### src/flash_guard_defs.svh
/*
  Register offsets, field positions, reset values, key codes and timing counts
  for the flash program write guard.
  Assumes inclusion by its bare name from the design module, the CPU model and the bench.
*/
`ifndef FLASH_GUARD_DEFS_SVH
`define FLASH_GUARD_DEFS_SVH

`define PSC_ADDR 8'h8F
`define FLK_ADDR 8'hB7
`define PSC_RESET 2'b00
`define PWE_BIT 0
`define PEE_BIT 1
`define KEY_FIRST 8'hA5
`define KEY_SECOND 8'hF1
`define ST_LOCKED 2'b00
`define ST_FIRST 2'b01
`define ST_OPEN 2'b10
`define ST_DEAD 2'b11
`define PROG_NS 40
`define ERASE_NS 200
`define CLK_NS 4
`define PROG_CYC (((`PROG_NS) + (`CLK_NS) - 1) / (`CLK_NS))
`define ERASE_CYC (((`ERASE_NS) + (`CLK_NS) - 1) / (`CLK_NS))
`define PAGE_BITS 9

`endif

### src/flash_guard_pkg.sv
/*
  Types for the flash program write guard.
  Assumes flash_guard_defs.svh is visible on the include path.
*/
package flash_guard_pkg;
  typedef enum logic [1:0] {lock_idle, lock_first, lock_open, lock_dead} lock_type;
  typedef enum logic [1:0] {op_idle, op_prog, op_erase} op_type;
endpackage : flash_guard_pkg

### src/flash_program_write_guard.sv
/*
  Flash program write guard: steers CPU external data moves to flash byte
  program or page erase, guarded by a two-key lock that relocks after each
  operation and locks until reset on misuse.
  Assumes a one-cycle special function register write strobe, a one-cycle
  external move write strobe, and supply monitor levels from another clock.

// Summary of operation
// - Control register bits 7:2 read zero, writes to them ignored.
// - Write enable set steers move writes to flash byte programming.
// - Erase and write enable both set: move write erases whole page.
// - Page erase ignores the data byte of the move write.
// - Erase enable clear: never erase, byte programming still possible.
// - Flash operations need first key then second key written.
// - After one completed operation the lock returns to locked.
// - Wrong key value in either position locks out until reset.
// - Flash operation while not unlocked is suppressed and locks out.
// - Key register read shows lock state in bits 1:0.
// - Supply monitor or its reset off: flash attempt causes error reset.
*/
`include "flash_guard_defs.svh"

module flash_program_write_guard
  import flash_guard_pkg::*;
(
  input wire logic clk_sys_i,
  input wire logic rst_n_i,
  input wire logic sfr_wr_i,
  input wire logic sfr_rd_i,
  input wire logic [7:0] sfr_addr_i,
  input wire logic [7:0] sfr_wdata_i,
  input wire logic xmove_wr_i,
  input wire logic [15:0] xmove_addr_i,
  input wire logic [7:0] xmove_data_i,
  input wire logic supply_mon_en_i,
  input wire logic supply_rst_en_i,
  output logic [7:0] sfr_rdata_o,
  output logic cpu_stall_o,
  output logic flash_prog_o,
  output logic flash_erase_o,
  output logic [15:0] flash_addr_o,
  output logic [7:0] flash_data_o,
  output logic xram_wr_o,
  output logic [15:0] xram_addr_o,
  output logic [7:0] xram_data_o,
  output logic flash_err_rst_o
);

  localparam logic [7:0] prog_cyc = 8'(`PROG_CYC);
  localparam logic [7:0] erase_cyc = 8'(`ERASE_CYC);

  typedef struct packed {
    logic write_en;
    logic erase_en;
    lock_type lock;
    op_type op;
    logic [7:0] count;
    logic [2:0] mon_sync;
    logic [2:0] rst_sync;
    logic mon_ok;
    logic rst_ok;
    logic [7:0] rdata;
    logic stall;
    logic prog;
    logic erase;
    logic [15:0] faddr;
    logic [7:0] fdata;
    logic xwr;
    logic [15:0] xaddr;
    logic [7:0] xdata;
    logic err_rst;
  } state_type;

  state_type st;
  state_type next_st;

  function automatic logic [1:0] lock_code(input lock_type l);
    case (l)
      lock_idle: lock_code = `ST_LOCKED;
      lock_first: lock_code = `ST_FIRST;
      lock_open: lock_code = `ST_OPEN;
      default: lock_code = `ST_DEAD;
    endcase
  endfunction : lock_code

  always_comb
  begin
    next_st = st;
    next_st.prog = 1'b0;
    next_st.erase = 1'b0;
    next_st.xwr = 1'b0;
    next_st.err_rst = 1'b0;
    // Each level synchronised on its own; gating them first could glitch
    next_st.mon_sync = {st.mon_sync[1:0], supply_mon_en_i};
    next_st.rst_sync = {st.rst_sync[1:0], supply_rst_en_i};
    if (st.mon_sync[2] == st.mon_sync[1])
    begin
      next_st.mon_ok = st.mon_sync[2];
    end
    if (st.rst_sync[2] == st.rst_sync[1])
    begin
      next_st.rst_ok = st.rst_sync[2];
    end
    if (sfr_wr_i && sfr_addr_i == `PSC_ADDR)
    begin
      next_st.write_en = sfr_wdata_i[`PWE_BIT];
      next_st.erase_en = sfr_wdata_i[`PEE_BIT];
    end
    if (sfr_wr_i && sfr_addr_i == `FLK_ADDR)
    begin
      case (st.lock)
        lock_idle:
        begin
          next_st.lock = (sfr_wdata_i == `KEY_FIRST) ? lock_first : lock_dead;
        end
        lock_first:
        begin
          next_st.lock = (sfr_wdata_i == `KEY_SECOND) ? lock_open : lock_dead;
        end
        lock_open:
        begin
          next_st.lock = lock_dead;
        end
        default:
        begin
          next_st.lock = lock_dead;
        end
      endcase
    end
    case (st.op)
      op_idle:
      begin
        if (xmove_wr_i && !st.write_en)
        begin
          next_st.xwr = 1'b1;
          next_st.xaddr = xmove_addr_i;
          next_st.xdata = xmove_data_i;
        end
        else if (xmove_wr_i)
        begin
          if (!(st.mon_ok && st.rst_ok))
          begin
            next_st.err_rst = 1'b1;
          end
          else if (st.lock != lock_open)
          begin
            next_st.lock = lock_dead;
          end
          else
          begin
            next_st.stall = 1'b1;
            next_st.faddr = xmove_addr_i;
            if (st.erase_en)
            begin
              next_st.op = op_erase;
              next_st.erase = 1'b1;
              next_st.faddr = {xmove_addr_i[15:`PAGE_BITS], {`PAGE_BITS{1'b0}}};
              next_st.fdata = 8'h00;
              next_st.count = erase_cyc;
            end
            else
            begin
              next_st.op = op_prog;
              next_st.prog = 1'b1;
              next_st.fdata = xmove_data_i;
              next_st.count = prog_cyc;
            end
          end
        end
      end
      op_prog, op_erase:
      begin
        next_st.count = st.count - 8'h01;
        if (st.count == 8'h01)
        begin
          next_st.op = op_idle;
          next_st.stall = 1'b0;
          if (next_st.lock != lock_dead)
          begin
            next_st.lock = lock_idle;
          end
        end
      end
      default:
      begin
        next_st.op = op_idle;
      end
    endcase
    next_st.rdata = 8'h00;
    if (sfr_rd_i && sfr_addr_i == `PSC_ADDR)
    begin
      next_st.rdata = {6'b00_0000, next_st.erase_en, next_st.write_en};
    end
    else if (sfr_rd_i && sfr_addr_i == `FLK_ADDR)
    begin
      next_st.rdata = {6'b00_0000, lock_code(next_st.lock)};
    end
  end

  always_ff @(posedge clk_sys_i or negedge rst_n_i)
  begin
    if (!rst_n_i)
    begin
      st <= '0;
    end
    else
    begin
      st <= next_st;
    end
  end

  assign sfr_rdata_o = st.rdata;
  assign cpu_stall_o = st.stall;
  assign flash_prog_o = st.prog;
  assign flash_erase_o = st.erase;
  assign flash_addr_o = st.faddr;
  assign flash_data_o = st.fdata;
  assign xram_wr_o = st.xwr;
  assign xram_addr_o = st.xaddr;
  assign xram_data_o = st.xdata;
  assign flash_err_rst_o = st.err_rst;

  chk_dead_sticks: assert property (@(posedge clk_sys_i) disable iff (!rst_n_i)
    st.lock == lock_dead |=> st.lock == lock_dead)
    else $error("lockout left");

  chk_bad_key: assert property (@(posedge clk_sys_i) disable iff (!rst_n_i)
    sfr_wr_i && sfr_addr_i == `FLK_ADDR && st.lock == lock_idle && sfr_wdata_i != `KEY_FIRST
    |=> st.lock == lock_dead)
    else $error("bad first key accepted");

  chk_bad_second: assert property (@(posedge clk_sys_i) disable iff (!rst_n_i)
    sfr_wr_i && sfr_addr_i == `FLK_ADDR && st.lock == lock_first && sfr_wdata_i != `KEY_SECOND
    |=> st.lock == lock_dead)
    else $error("bad second key accepted");

  chk_key_open: assert property (@(posedge clk_sys_i) disable iff (!rst_n_i)
    sfr_wr_i && sfr_addr_i == `FLK_ADDR && st.lock == lock_first && sfr_wdata_i == `KEY_SECOND
    |=> st.lock == lock_open)
    else $error("key pair did not unlock");

  chk_rekey_open: assert property (@(posedge clk_sys_i) disable iff (!rst_n_i)
    sfr_wr_i && sfr_addr_i == `FLK_ADDR && st.lock == lock_open |=> st.lock == lock_dead)
    else $error("key write while open not locked out");

  chk_locked_op: assert property (@(posedge clk_sys_i) disable iff (!rst_n_i)
    st.op == op_idle && xmove_wr_i && st.write_en && st.mon_ok && st.rst_ok && st.lock != lock_open
    |=> !flash_prog_o && !flash_erase_o && st.lock == lock_dead)
    else $error("locked op ran");

  chk_erase_gate: assert property (@(posedge clk_sys_i) disable iff (!rst_n_i)
    flash_erase_o |-> $past(st.erase_en) && $past(st.write_en))
    else $error("erase not enabled");

  chk_erase_page: assert property (@(posedge clk_sys_i) disable iff (!rst_n_i)
    flash_erase_o |-> flash_data_o == 8'h00 && flash_addr_o[`PAGE_BITS-1:0] == '0
    && flash_addr_o[15:`PAGE_BITS] == $past(xmove_addr_i[15:`PAGE_BITS]))
    else $error("erase page or data");

  chk_no_erase: assert property (@(posedge clk_sys_i) disable iff (!rst_n_i)
    st.op == op_idle && xmove_wr_i && st.write_en && !st.erase_en |=> !flash_erase_o)
    else $error("erase without erase enable");

  chk_prog_data: assert property (@(posedge clk_sys_i) disable iff (!rst_n_i)
    flash_prog_o |-> flash_data_o == $past(xmove_data_i) && !$past(st.erase_en))
    else $error("prog data");

  chk_xram_pass: assert property (@(posedge clk_sys_i) disable iff (!rst_n_i)
    xmove_wr_i && !st.write_en && st.op == op_idle |=> xram_wr_o && !flash_prog_o && !flash_erase_o)
    else $error("xram");

  chk_relock: assert property (@(posedge clk_sys_i) disable iff (!rst_n_i)
    $fell(cpu_stall_o) |-> st.lock != lock_open)
    else $error("no relock");

  chk_op_relock: assert property (@(posedge clk_sys_i) disable iff (!rst_n_i)
    st.op != op_idle && st.count == 8'h01 |=> st.lock == lock_idle || st.lock == lock_dead)
    else $error("lock left open after op");

  chk_err_rst: assert property (@(posedge clk_sys_i) disable iff (!rst_n_i)
    st.op == op_idle && xmove_wr_i && st.write_en && !(st.mon_ok && st.rst_ok)
    |=> flash_err_rst_o && !flash_prog_o && !flash_erase_o)
    else $error("no error reset");

  chk_stall_len: assert property (@(posedge clk_sys_i) disable iff (!rst_n_i)
    flash_prog_o |-> cpu_stall_o [*8] ##1 cpu_stall_o [*2] ##1 !cpu_stall_o)
    else $error("prog length");

  chk_erase_len: assert property (@(posedge clk_sys_i) disable iff (!rst_n_i)
    flash_erase_o |-> ##49 cpu_stall_o ##1 !cpu_stall_o)
    else $error("erase length");

  chk_stall_start: assert property (@(posedge clk_sys_i) disable iff (!rst_n_i)
    flash_prog_o || flash_erase_o |-> cpu_stall_o && !$past(cpu_stall_o))
    else $error("op started while stalled");

  chk_rd_code: assert property (@(posedge clk_sys_i) disable iff (!rst_n_i)
    sfr_rd_i && sfr_addr_i == `PSC_ADDR |=> sfr_rdata_o[7:2] == 6'b00_0000)
    else $error("reserved bits");

  chk_key_read: assert property (@(posedge clk_sys_i) disable iff (!rst_n_i)
    sfr_rd_i && sfr_addr_i == `FLK_ADDR && st.lock == lock_dead |=> sfr_rdata_o == 8'h03)
    else $error("lockout code");

  cov_prog: cover property (@(posedge clk_sys_i) disable iff (!rst_n_i) flash_prog_o);
  cov_erase: cover property (@(posedge clk_sys_i) disable iff (!rst_n_i) flash_erase_o);
  cov_dead: cover property (@(posedge clk_sys_i) disable iff (!rst_n_i) st.lock == lock_dead);
  cov_err: cover property (@(posedge clk_sys_i) disable iff (!rst_n_i) flash_err_rst_o);
  cov_xram: cover property (@(posedge clk_sys_i) disable iff (!rst_n_i) xram_wr_o);

endmodule : flash_program_write_guard

### config.mk
export PLATFORM = sky130hd
export DESIGN_NAME = flash_program_write_guard
export DESIGN_NICKNAME = d
export VERILOG_FILES = /design/src/flash_guard_pkg.sv /design/src/flash_program_write_guard.sv
export VERILOG_INCLUDE_DIRS = /design/src
export SDC_FILE = /design/constraint.sdc
export NUM_CORES = 1
export LEC_CHECK = 0
export BUFFER_PORTS_ARGS = -buffer_cell sky130_fd_sc_hd__buf_2
export CAP_MARGIN = 20
export CORE_MARGIN = 8
export CORE_UTILIZATION = 45
export CTS_CLUSTER_SIZE = 8
export DETAILED_ROUTE_END_ITERATION = 16
export PLACE_DENSITY = 0.81
export SYNTH_ARGS = -nofsm -noshare
export SYNTH_HDL_FRONTEND = slang
export SYNTH_SLANG_ARGS = --single-unit
### constraint.sdc
create_clock -name clk_sys_i -period 1.82 [get_ports clk_sys_i]
set_input_delay 0.182 -clock clk_sys_i [delete_from_list [all_inputs] [get_ports clk_sys_i]]
set_output_delay 0.182 -clock clk_sys_i [all_outputs]
set_load 0.005 [all_outputs]
## Word level (Yosys, flattened, before mapping)

Cells that the tools add are included.

- Flip-flop bits (word level): 83
- Input bits: 47
- Output and inout bits: 61
- Word-level logic and storage cells: 91

- Add/subtract/negate cells: 1
- Equality and inequality tests: 19
- Multiplexer cells: 33
- Bitwise gates (word level): 2
- Reductions and logical operators: 17

Operator list:

| cell | number |
|---|---|
| two-way mux 27 bit | 4 |
| two-way mux 52 bit | 1 |
| two-way mux 12 bit | 3 |
| equality test 8 bit (second input constant) | 4 |
| two-way mux 25 bit | 1 |
| two-way mux 10 bit | 2 |
| two-way mux 17 bit | 1 |
| case mux 8 bit (2 select lines) | 1 |
| AND reduction 5 bit | 3 |
| two-way mux 2 bit | 7 |
| != test 2 bit (second input constant) | 7 |
| case mux 2 bit (2 select lines) | 3 |
| equality test 8 x 1 -> 1 bit (second input constant) | 1 |
| two-way mux 8 bit | 1 |
| subtractor 8 x 1 -> 8 bit (second input constant) | 1 |
| equality test 2 x 1 -> 1 bit (second input constant) | 3 |
| logical AND 1 bit | 6 |
| logical NOT 2 bit | 3 |
| two-way mux 1 bit | 6 |
| case mux 2 bit (3 select lines) | 1 |
| AND reduction 6 bit | 1 |
| equality test 2 bit (second input constant) | 2 |
| two-way mux 4 bit | 1 |
| equality test 1 bit | 2 |
| 6 further kinds | 7 |

## Logic depth before layout (Yosys ltp)

- Depth after elaboration: 13
- Gate-level depth with buffers: 8
- Gate-level depth less buffers: 8

## Worst setup path after synthesis

Ideal clock, no wire load.

- Path kind: register -> register
- Start point: reg st[71] (netlist bit)
- End point: reg st[76] (netlist bit)
- Library setup time: 0.121 ns
- Data arrival time: 1.789 ns
- Required time: 1.699 ns
- Path slack: -0.090 ns
- Cell stages (with the launch flop): 6
- Path buffers: 0
- Period minus slack after synthesis: 1.910 ns
- Cells stage by stage: dfrtp_1 -> or3_4 -> or3_4 -> or3_1 -> a21o_1 -> a22o_1

- Word-level cells in the longest chain between the ends: 2

RTL lines:

| what | line | text |
|---|---|---|
| start, declared | flash_program_write_guard.sv:74 | `state_type st;` |
| start signal, assigned | flash_program_write_guard.sv:208 | `st <= next_st;` |
| subtractor 8 x 1 -> 8 bit | flash_program_write_guard.sv:173 | `next_st.count = st.count - 8'h01;` |
| case mux 8 bit (2 select lines) | flash_program_write_guard.sv:130 | `case (st.op)` |

Every way passes these cells.
A chain may end at the register's enable or synchronous reset.

## Worst setup path after layout

Same ends and word-level chain as after synthesis.

==> summary.md <==
| Metric | Value |
|---|---|
| I/O pin count | 108 |
| DRC | 0 |
| Initial Util | 45.6% |
| Global-route wire length before repair | 14100 microns |
| Worst-path clk slew | 0.09 ns |
| Initial antenna violation count | 0 |
| Share of cells above drive strength 1 | 36.5% |
| EDFF count, synth | 0 |
| Clk buf depth | 2 |
| Total clock buffers created by CTS | 9 |
| Synthesis Warnings | 0 |
| Synth-to-Final Area Change | 19.1% |
| WHS | 0.0416 ns |
| Leak | 2.34 nW |
| CP required | 2.04 ns |
| Detail Route Antenna Nets | 0 |
| Violated checks | setup timing |
| Vias | 2829 |
| Routed len/inst | 15.0 microns |
| Ys flop type | dfrtp_1 |
| Post-DP Area | 0.00410 sq mm |
| Vias in the first global route | 2987 |
| Nets | 514 |
| Non-filler cells in the finished layout | 573 |
| Final WS setup | -0.0748 ns |
| Hold Crit Start | xmove_addr_i[6] |
| Final setup violating endpoints | 2 |
| Core Region | 0.00809 sq mm |
| Asr flop ratio synth | 100% |
| VDD IR max | 0.481 mV |
| H-Tree Depth | 3 |
| Clk root buf | clkbuf_8 |
| Reg2reg start | st[71]$_DFFE_PN0P_ |
| Mapped Cells | 385 |
| Worst skew pair latency | 0.34 ns |
| Cells after DPL | 553 |
| GRT Total Usage | 15.5% |
| Max Cap Viol | 0 |
| FF-to-FF setup slack | -0.07 ns |
| Power Total | 3.53 mW |
| Most common cell after layout, fill and taps aside | nand2_1 |
| Clock share of power | 35.9% |
| Register area share after synthesis | 52.2% |
| Post-route clock period utilization | 104% |
| CP Max Fanout | 3 |
| Final core utilization | 54.3% |
| #FFs+latches synth | 77 |
| Global placement routability congestion | 0.814 |
| CTS tree | yes |
| CTS sink cnt | 77 |
| Antenna Cells | 0 |
| Total die area | 0.0114 sq mm |
| Switch share | 25.5% |
| Synth Cell Area | 0.00369 sq mm |
| Register share of total power | 52.2% |
| Slew Limit Fails | 0 |
| Worst R2R Path Depth | 5 |
| Worst Hold Depth | 3 |
| Die Y | 107 microns |
| Type of element launching the critical path | register |
| Vias per cell | 4.94 |
| Pin count of the biggest net entering global routing | 40 |
| Dpl hpwl | 6410 microns |
| Drt pass-1 iters | 4 |
| Yosys cell types | 46 |
| Commonest non-fill, non-tap cells in the layout | nand2_1, buf_2, dfrtp_1, buf_4, o21ai_0 |
| Hold Vio Cnt, Final | 0 |
| Capturing point of the worst reg2reg path | st[76]$_DFFE_PN0P_ |
| Grt total ovfl | 0 |
| Setup Crit Path Kind | reg2reg |
| Row cnt | 33 |
| Worst rel slew slack | 65.4% |
| Die Span X | 107 microns |
| Clock skew | 0.0105 ns |
| Final Instance Area | 0.00440 sq mm |
| CP arrival | 2.11 ns |
| Routed wire length | 8610 microns |
| Logic pwr share | 11.9% |
| Slew @ Worst Pin | 0.519 ns |
| Peak Freq | 528 MHz |
| Hold EP | xram_addr_o[6]$_DFFE_PN0P_ |
| Hold Path Class | in2reg |
| Minimum clock period | 1.89 ns |
| Final setup TNS | -0.0927 ns |
| Setup crit end kind | register |
| Psw | 0.902 mW |
| Cell Pwr Density | 804 mW/mm^2 |
| Avg Inst Size Synth | 9.58 sq um |
| Drt first-iter violations | 94 |
| Outcome | complete, but fails checks |
| RSZ-0062 raised after global routing | yes |
| Int Pwr | 2.63 mW |
| PortBufs | 101 |
| Dpl ws | -0.0858 ns |
## layer usage
| layer | global-route usage [%] | share of wire (%) | up-vias |
|---|---|---|---|
| li1 | - | - | 1369 |
| met3 | 5.20 | 5.9 | 4 |
| met1 | 17.4 | 41 | 1386 |
| met5 | 0 | 0 | - |
| met4 | 5.03 | 0.79 | 0 |
| met2 | 26.9 | 52 | 70 |
## cells in the mapped netlist, types with 2 or more instances
cell	instances	area, sq um
nand3_1	2	10.0
clkbuf_1	11	41.3
nor2_1	10	37.5
o21ai_0	22	110
and4b_1	2	20.0
mux2_2	9	101
and4_1	2	17.5
a21oi_1	6	30.0
ha_1	4	50.1
a21o_2	2	17.5
nor4b_1	2	17.5
or3_4	2	22.5
a221o_1	3	30.0
inv_1	6	22.5
a21o_1	4	30.0
dfrtp_1	77	1930
nor3_1	5	25.0
mux2i_1	2	20.0
maj3_1	2	20.0
nand2_1	123	462
a22o_1	2	17.5
buf_4	57	428
o31ai_1	3	22.5
and3_1	4	25.0
or3_1	2	12.5
## state kept, by name (all words and copies together), names as in the netlist
register	flops
cpu_stall_o	1
flash_addr_o	16
st	18
xram_addr_o	16
flash_erase_o	1
next_st	4
flash_data_o	8
sfr_rdata_o	2
flash_err_rst_o	1
xram_wr_o	1
flash_prog_o	1
xram_data_o	8
## logic make-up after synthesis
family	Yosys count	synth area share [%]
and+or+nand+nor	165	20.0
AOI/OAI and AO/OA	49	8.78
buffers and inverters	76	13.7
muxes	11	3.29
other	1	0.102
adders and majority gates	6	1.90
DFF	77	52.2
## worst max path at each step
stage | endpoint | from | slack, ns | cells past startpoint
after global placement | st[76]$_DFFE_PN0P_ | st[71]$_DFFE_PN0P_ | -0.04 | 5
after detailed placement | st[76]$_DFFE_PN0P_ | st[71]$_DFFE_PN0P_ | -0.09 | 5
after global routing | st[76]$_DFFE_PN0P_ | st[71]$_DFFE_PN0P_ | -0.12 | 5
final | st[76]$_DFFE_PN0P_ | st[71]$_DFFE_PN0P_ | -0.07 | 5
after CTS | st[76]$_DFFE_PN0P_ | st[71]$_DFFE_PN0P_ | -0.09 | 5
after floorplan | st[76]$_DFFE_PN0P_ | st[71]$_DFFE_PN0P_ | -0.09 | 5
## layout make-up
type / instances / area [sq um]
fill: 760 / 3700
sequential: 77 / 1930
multi-input combinational: 237 / 1340
timing repair buffer: 131 / 778
clock buffer: 11 / 131
tap: 105 / 131
clock inverter: 5 / 61.3
inverter: 7 / 26.3
## power by group through the flow
stage / Clock, mW / Sequential (mW) / Combinational, mW
2_1_floorplan: 0 / 1.87 / 0.246
3_3_place_gp: 0 / 1.87 / 0.397
3_5_place_dp: 0 / 1.88 / 0.410
4_1_cts: 1.30 / 1.85 / 0.421
5_1_grt: 1.38 / 1.86 / 0.472
6_report: 1.27 / 1.85 / 0.419
## what timing repair did
| action | in CTS | in global routing |
|---|---|---|
| resized for setup | 2 | 9 |
| hold buffers | 3 | 0 |
| pin swaps | 3 | 5 |
| hold endpoints to repair | 40 | 0 |
| setup buffers | 1 | 0 |
| endpoints found under the setup margin | 5 | 9 |
## worst max-delay path: stages, from the launching register on
cell	delay, ns
dfrtp_1	0.38
or3_4	0.39
or3_4	0.34
or3_4	0.33
a21o_1	0.18
a22o_1	0.17
(Power assumes the default switching activity.)
